## src/hw/wlou_regs.svh

```systemverilog
`ifndef WLOU_REGS_SVH
`define WLOU_REGS_SVH

// Function codes (three decimal digits, carried as 10-bit binary values)
`define WLOU_FC_AND_SINGLE    10'h022 // 034
`define WLOU_FC_OR_SINGLE     10'h023 // 035
`define WLOU_FC_XOR_SINGLE    10'h024 // 036
`define WLOU_FC_INVERT_SINGLE 10'h01d // 029
`define WLOU_FC_AND_DOUBLE    10'h262 // 610
`define WLOU_FC_OR_DOUBLE     10'h263 // 611
`define WLOU_FC_XOR_DOUBLE    10'h264 // 612
`define WLOU_FC_INVERT_DOUBLE 10'h266 // 614

// Field layout of a double word: lower address word is the low half
`define WLOU_LO_MSB   15
`define WLOU_HI_LSB   16
`define WLOU_WORD_MSB 15
`define WLOU_DWORD_MSB 31
`define WLOU_LO_LSB    0
`define WLOU_WORD_ONES 16'hffff

// Width masks applied to a raw 32-bit result
`define WLOU_MASK_SINGLE 32'h0000_ffff
`define WLOU_MASK_DOUBLE 32'hffff_ffff

// Reset values
`define WLOU_WORD_RST  16'h0000
`define WLOU_DWORD_RST 32'h0000_0000
`define WLOU_FLAG_RST  1'h0

`endif

```

## src/hw/wlou_pkg.sv

```systemverilog
package wlou_pkg;
  typedef logic [15:0] wlou_word_t;
  typedef logic [31:0] wlou_dword_t;
  typedef logic [9:0]  wlou_code_t;
  typedef enum logic [2:0] {
    WLOU_OP_NONE,
    WLOU_OP_AND,
    WLOU_OP_OR,
    WLOU_OP_XOR,
    WLOU_OP_INVERT
  } wlou_op_e;
endpackage

```

## src/hw/wlou_flag_gen.sv

```systemverilog
`timescale 1ns/1ps
`include "wlou_regs.svh"
// Flag evaluation for a 16- or 32-bit logic result
module wlou_flag_gen
  import wlou_pkg::*;
(
  input  wire logic        is_double,
  input  wire wlou_dword_t result,
  output logic             zero,
  output logic             negative
);
  wire wlou_word_t upper_half;

  assign upper_half = is_double ? result[`WLOU_DWORD_MSB:`WLOU_HI_LSB] : `WLOU_WORD_RST;
  assign zero       = (result[`WLOU_LO_MSB:`WLOU_LO_LSB] == `WLOU_WORD_RST) && (upper_half == `WLOU_WORD_RST);
  assign negative   = is_double ? result[`WLOU_DWORD_MSB] : result[`WLOU_WORD_MSB];
endmodule // wlou_flag_gen

```

## src/hw/wlou_logic_unit.sv

```systemverilog
`timescale 1ns/1ps
`include "wlou_regs.svh"
// Notes on behaviour
// - code 034 ANDs two single words
// - code 610 ANDs two double words
// - code 035 ORs two single words
// - code 611 ORs two double words
// - code 036 XORs two single words
// - code 612 XORs two double words
// - code 029 inverts target word in place
// - code 614 inverts target double word
// - equals on zero result; error always cleared
// - negative follows result most significant bit
// - invert repeats every cycle condition holds
module wlou_logic_unit
  import wlou_pkg::*;
(
  input  wire logic       clk,
  input  wire logic       sys_rst,
  input  wire logic       exec_cond,
  input  wire wlou_code_t func_code,
  input  wire wlou_word_t first_input_lo,
  input  wire wlou_word_t first_input_hi,
  input  wire wlou_word_t second_input_lo,
  input  wire wlou_word_t second_input_hi,
  input  wire wlou_word_t target_word_lo,
  input  wire wlou_word_t target_word_hi,
  output logic            result_valid,
  output logic            result_double,
  output wlou_word_t      result_lo,
  output wlou_word_t      result_hi,
  output logic            write_back_target,
  output logic            equals_flag,
  output logic            negative_flag,
  output logic            error_flag,
  output logic            code_unknown
);

  // ---------------------------------------------------------------
  // Decode
  // ---------------------------------------------------------------
  function automatic wlou_op_e decode_op(input wlou_code_t code);
    case (code)
      `WLOU_FC_AND_SINGLE, `WLOU_FC_AND_DOUBLE:       decode_op = WLOU_OP_AND;
      `WLOU_FC_OR_SINGLE, `WLOU_FC_OR_DOUBLE:         decode_op = WLOU_OP_OR;
      `WLOU_FC_XOR_SINGLE, `WLOU_FC_XOR_DOUBLE:       decode_op = WLOU_OP_XOR;
      `WLOU_FC_INVERT_SINGLE, `WLOU_FC_INVERT_DOUBLE: decode_op = WLOU_OP_INVERT;
      default:                                        decode_op = WLOU_OP_NONE;
    endcase
  endfunction

  wire wlou_op_e    op_sel;
  wire logic        is_double;
  wire logic        op_known;
  wire wlou_dword_t first_in;
  wire wlou_dword_t second_in;
  wire wlou_dword_t target_in;
  wire wlou_dword_t width_mask;

  assign op_sel     = decode_op(func_code);
  assign op_known   = (op_sel != WLOU_OP_NONE);
  assign is_double  = (func_code == `WLOU_FC_AND_DOUBLE) || (func_code == `WLOU_FC_OR_DOUBLE) ||
                      (func_code == `WLOU_FC_XOR_DOUBLE) || (func_code == `WLOU_FC_INVERT_DOUBLE);
  // Lower address word is the least significant half, on every operand
  assign first_in   = {first_input_hi, first_input_lo};
  assign second_in  = {second_input_hi, second_input_lo};
  assign target_in  = {target_word_hi, target_word_lo};
  // Single-word results keep the upper half clear so flags see only 16 bits
  assign width_mask = is_double ? `WLOU_MASK_DOUBLE : `WLOU_MASK_SINGLE;

  // ---------------------------------------------------------------
  // Datapath
  // ---------------------------------------------------------------
  logic [31:0] raw_result;
  always_comb begin
    case (op_sel)
      WLOU_OP_AND:    raw_result = first_in & second_in;
      WLOU_OP_OR:     raw_result = first_in | second_in;
      WLOU_OP_XOR:    raw_result = first_in ^ second_in;
      WLOU_OP_INVERT: raw_result = ~target_in;
      default:        raw_result = `WLOU_DWORD_RST;
    endcase
  end

  wire wlou_dword_t nxt_result;
  wire logic        res_zero;
  wire logic        res_neg;
  wire logic        fire;

  assign nxt_result = raw_result & width_mask;
  assign fire       = exec_cond && op_known;

  wlou_flag_gen u_flags (
    .is_double (is_double),
    .result    (nxt_result),
    .zero      (res_zero),
    .negative  (res_neg)
  );

  // ---------------------------------------------------------------
  // Output registers
  // ---------------------------------------------------------------
  wlou_dword_t result_ff;
  logic        valid_ff;
  logic        double_ff;
  logic        invert_ff;
  logic        eq_ff;
  logic        neg_ff;
  logic        unk_ff;

  // No edge qualification here: the sequencer owns one-shot behaviour
  always_ff @(posedge clk) begin
    if (sys_rst) begin
      result_ff <= {`WLOU_WORD_RST, `WLOU_WORD_RST};
      valid_ff  <= `WLOU_FLAG_RST;
      double_ff <= `WLOU_FLAG_RST;
      invert_ff <= `WLOU_FLAG_RST;
      unk_ff    <= `WLOU_FLAG_RST;
    end else begin
      valid_ff  <= fire;
      unk_ff    <= exec_cond && !op_known;
      if (fire) begin
        result_ff <= nxt_result;
        double_ff <= is_double;
        invert_ff <= (op_sel == WLOU_OP_INVERT);
      end
    end
  end

  // Flags hold their last value between executions
  always_ff @(posedge clk) begin
    if (sys_rst) begin
      eq_ff  <= `WLOU_FLAG_RST;
      neg_ff <= `WLOU_FLAG_RST;
    end else if (fire) begin
      eq_ff  <= res_zero;
      neg_ff <= res_neg;
    end
  end

  assign result_valid      = valid_ff;
  assign result_double     = double_ff;
  assign result_lo         = result_ff[`WLOU_LO_MSB:0];
  assign result_hi         = result_ff[`WLOU_DWORD_MSB:`WLOU_HI_LSB];
  assign write_back_target = valid_ff && invert_ff;
  assign equals_flag       = eq_ff;
  assign negative_flag     = neg_ff;
  assign error_flag        = `WLOU_FLAG_RST;
  assign code_unknown      = unk_ff;
endmodule // wlou_logic_unit

```

## config.mk

```make
export PLATFORM = sky130hd
export DESIGN_NAME = wlou_logic_unit
export DESIGN_NICKNAME = d
export VERILOG_FILES = /design/src/hw/wlou_pkg.sv /design/src/hw/wlou_flag_gen.sv /design/src/hw/wlou_logic_unit.sv
export VERILOG_INCLUDE_DIRS = /design/src /design/src/hw
export SDC_FILE = /design/constraint.sdc
export NUM_CORES = 1
export LEC_CHECK = 0
export ABC_AREA = 1
export BUFFER_PORTS_ARGS = -buffer_cell sky130_fd_sc_hd__buf_2
export CAP_MARGIN = 15
export CORE_MARGIN = 5
export CORE_UTILIZATION = 46
export CTS_CLUSTER_SIZE = 28
export DETAILED_ROUTE_END_ITERATION = 8
export GPL_ROUTABILITY_DRIVEN = 0
export HOLD_SLACK_MARGIN = 0.06
export PLACE_DENSITY = 0.79
export SYNTH_ARGS = -nofsm -noshare
export SYNTH_HDL_FRONTEND = slang
export SYNTH_SLANG_ARGS = --single-unit
```

## constraint.sdc

```tcl
create_clock -name clk -period 1.4 [get_ports clk]
set_input_delay 0.07 -clock clk [delete_from_list [all_inputs] [get_ports clk]]
set_output_delay 0.07 -clock clk [all_outputs]
set_load 0.05 [all_outputs]
```

==> impl_metrics.ini <==
[cells_and_area]
final_nets = 965
drive_gt1_frac = 0.343
syn_to_final_growth_pct = 40.6
fin_cells = 898
seqCellArea_um2 = 761
final_area_um2 = 5430
fillCellCount = 708
multi_input_area_um2 = 2690
diodes = 0
fin_util = 0.661

[placement]
dp.cells = 880
portBuffers = 146
dp_hpwl_um = 9240
dpl_cell_area_um2 = 4990

[synth]
syn_nets = 781
yosysSeqAreaShare = 0.197
synth_cell_types = 29
synthCells = 608
synth_area_um2 = 3860
synth.avg_cell_area_um2 = 6.35
synth_seq_cells = 38
yosysWarnings = 0

[setup_path]
path_class = input port to flop
crit_chain = buf_2 -> inv_2 -> nand2_4 -> nor2_1 -> nand3_1 -> nand2_4 -> inv_2 -> nand2_2 -> inv_2 -> nor3b_4 -> buf_4 -> o21ai_1 -> a21oi_1
crit_top_cell = inv_2
slowest_delay_ps = 250
crit_arrival_ps = 1680
worstSetupStartpointType = input port
cp_slowest_cell = nor3b_4
critPathCaptureType = flop
worstPathRequired_ps = 1620
crit_fanout = 4

[cts]
insertion_delay_ps = 290
cts_root_buf = clkbuf_8
clkSinkCount = 38
clockBufferDepth = 2
clk_pin_slew_ps = 70
htreeDepth = 2
cts_tree = yes
cts_buffers = 5

[min_path]
min_path_type = input port to flop

[timing]
period_needed_ps = 1460
setup_viol = 7
rsz0062_at_grt = true
hold_viol = 0
skew_ps = 0
period_share = 1.05
fmax_ghz = 0.683
setup_ws_ps = -64.2
maxSlewViolCount = 0

[outcome]
outcome = finished with violations
violations = setup timing

[drt]
ant_nets = 0
vias = 4480
dr.pass1.iters = 5
highest_layer = met4
remaining_drc_errors = 0
routed_wl_um = 12000
routed-wl-met2_um = 6080
wl_met3_um = 862
routed_via_density = 4.99
met1_length_um = 4840
wl_per_cell_um = 13.4
drt_iter0_drc = 192

[pwr]
ir_drop_mv = 0.333
power_per_cell_area_nw_per_um2 = 442
leakage_uw = 0.00310

[floorplan]
io_pins = 148
start_util = 0.470
rows = 33
chipHeight_um = 102
die_w_um = 102
fp.coreArea_um2 = 8220
die_area_um2 = 10300

[global_route]
grt_remaining_overflow = 0
grt_max_degree = 27
antenna_found_initial = 0
grt_pass1_wl_um = 17900
track_usage = 0.210
grt_pass1_vias = 4239

[run]
drv_cap = 0
-- state kept, by name, summed over array words and instances (netlist names) --
| register | cells |
|---|---|
| code_unknown | 1 |
| equals_flag | 1 |
| invert_ff | 1 |
| negative_flag | 1 |
| result_double | 1 |
| result_ff | 32 |
| result_valid | 1 |
-- critical path, delay by kind of cell --
family,cells,cell delay (ps)
simple gates,6,920
buf+inv,5,490
compound gates,2,190
-- timing repair --
action                     in CTS  in global routing
hold buffers                    0                  0
setup endpoints to repair       3                 35
gates resized for setup         5                 76
pin swaps                       2                 38
setup buffers                   0                 10
cloned                          0                  1
-- metrics by stage --
stage          hold slack (ps)  power (uW)  TNS (ps)  setup slack, ps
2_1_floorplan              139        1340         0             2.35
3_3_place_gp               371        1570     -6100             -337
3_5_place_dp               386        1590     -7950             -363
4_1_cts                   83.0        2350     -33.4            -17.6
5_1_grt                    134        2550     -2230             -176
6_report                   107        2400      -260            -64.2
-- area by class of cell --
type	count	area share
Multi-Input combinational cell	433	0.496
Timing Repair Buffer	198	0.238
Sequential cell	38	0.140
Inverter	116	0.0852
Tap cell	105	0.0242
Clock buffer	7	0.0159
Clock inverter	1	0.000921
-- Yosys cell counts, drive strengths merged --
master	instances	area [um2]
nand2	187	747
inv	116	440
o21ai	75	375
ha	64	801
nor2	39	164
dfxtp	38	761
a21oi	35	175
buf	18	131
nand3	18	145
nand4	7	50.1
clkbuf	3	11.3
or2	3	18.8
o31ai	2	15.0
conb	1	3.75
nor3b	1	18.8
o22ai	1	6.26
-- per-layer routing --
metal  GRT usage  up-vias
met3      0.0372       23
met4      0.0511        0
li1            -     2259
met5           0        -
met1       0.250     2039
met2       0.388      159
-- logic make-up (layout without fill, tap and decap cells) --
kind of cell / after synthesis / after routing / synth area share
fa+ha+maj: 64 / 64 / 0.207
compound gates: 113 / 113 / 0.148
flops: 38 / 38 / 0.197
buf+inv: 137 / 322 / 0.151
other cells: 1 / 1 / 0.000971
simple gates: 255 / 255 / 0.296
-- path summary, 6_finish.rpt --
check,from,end,slack [ps],cells past startpoint
worst max-delay path,func_code[8],result_ff[16],-60,13
worst max register to register,result_ff[30],result_ff[30],690,2
worst min register to register,result_ff[29],result_ff[29],470,2
worst min-delay path,exec_cond,result_valid,110,3
-- power breakdown --
part	switching, uW	internal (uW)
sequential	1.84	1080
clock	369	397
combinational	305	247
-- placed cells by master (no fill, tap or decap), types with 2 or more instances in the layout --
| cell | instances |
|---|---|
| inv_1 | 101 |
| inv_4 | 7 |
| o21ai_1 | 41 |
| buf_2 | 137 |
| o21ai_0 | 28 |
| buf_8 | 2 |
| o31ai_1 | 2 |
| nand4_1 | 6 |
| a21oi_1 | 35 |
| clkbuf_8 | 6 |
| nand2_4 | 12 |
| nor2_4 | 6 |
| nand3_4 | 5 |
| dfxtp_1 | 38 |
| inv_6 | 2 |
| nor2_2 | 5 |
| nand3_1 | 9 |
| nor2_1 | 28 |
| nand2_2 | 9 |
| inv_2 | 6 |
| buf_6 | 8 |
| nand3_2 | 4 |
| or2_2 | 2 |
| buf_4 | 43 |
| nand2_1 | 165 |
| ha_1 | 64 |
| o21ai_2 | 6 |
| buf_12 | 7 |
(Power assumes the default switching activity.)
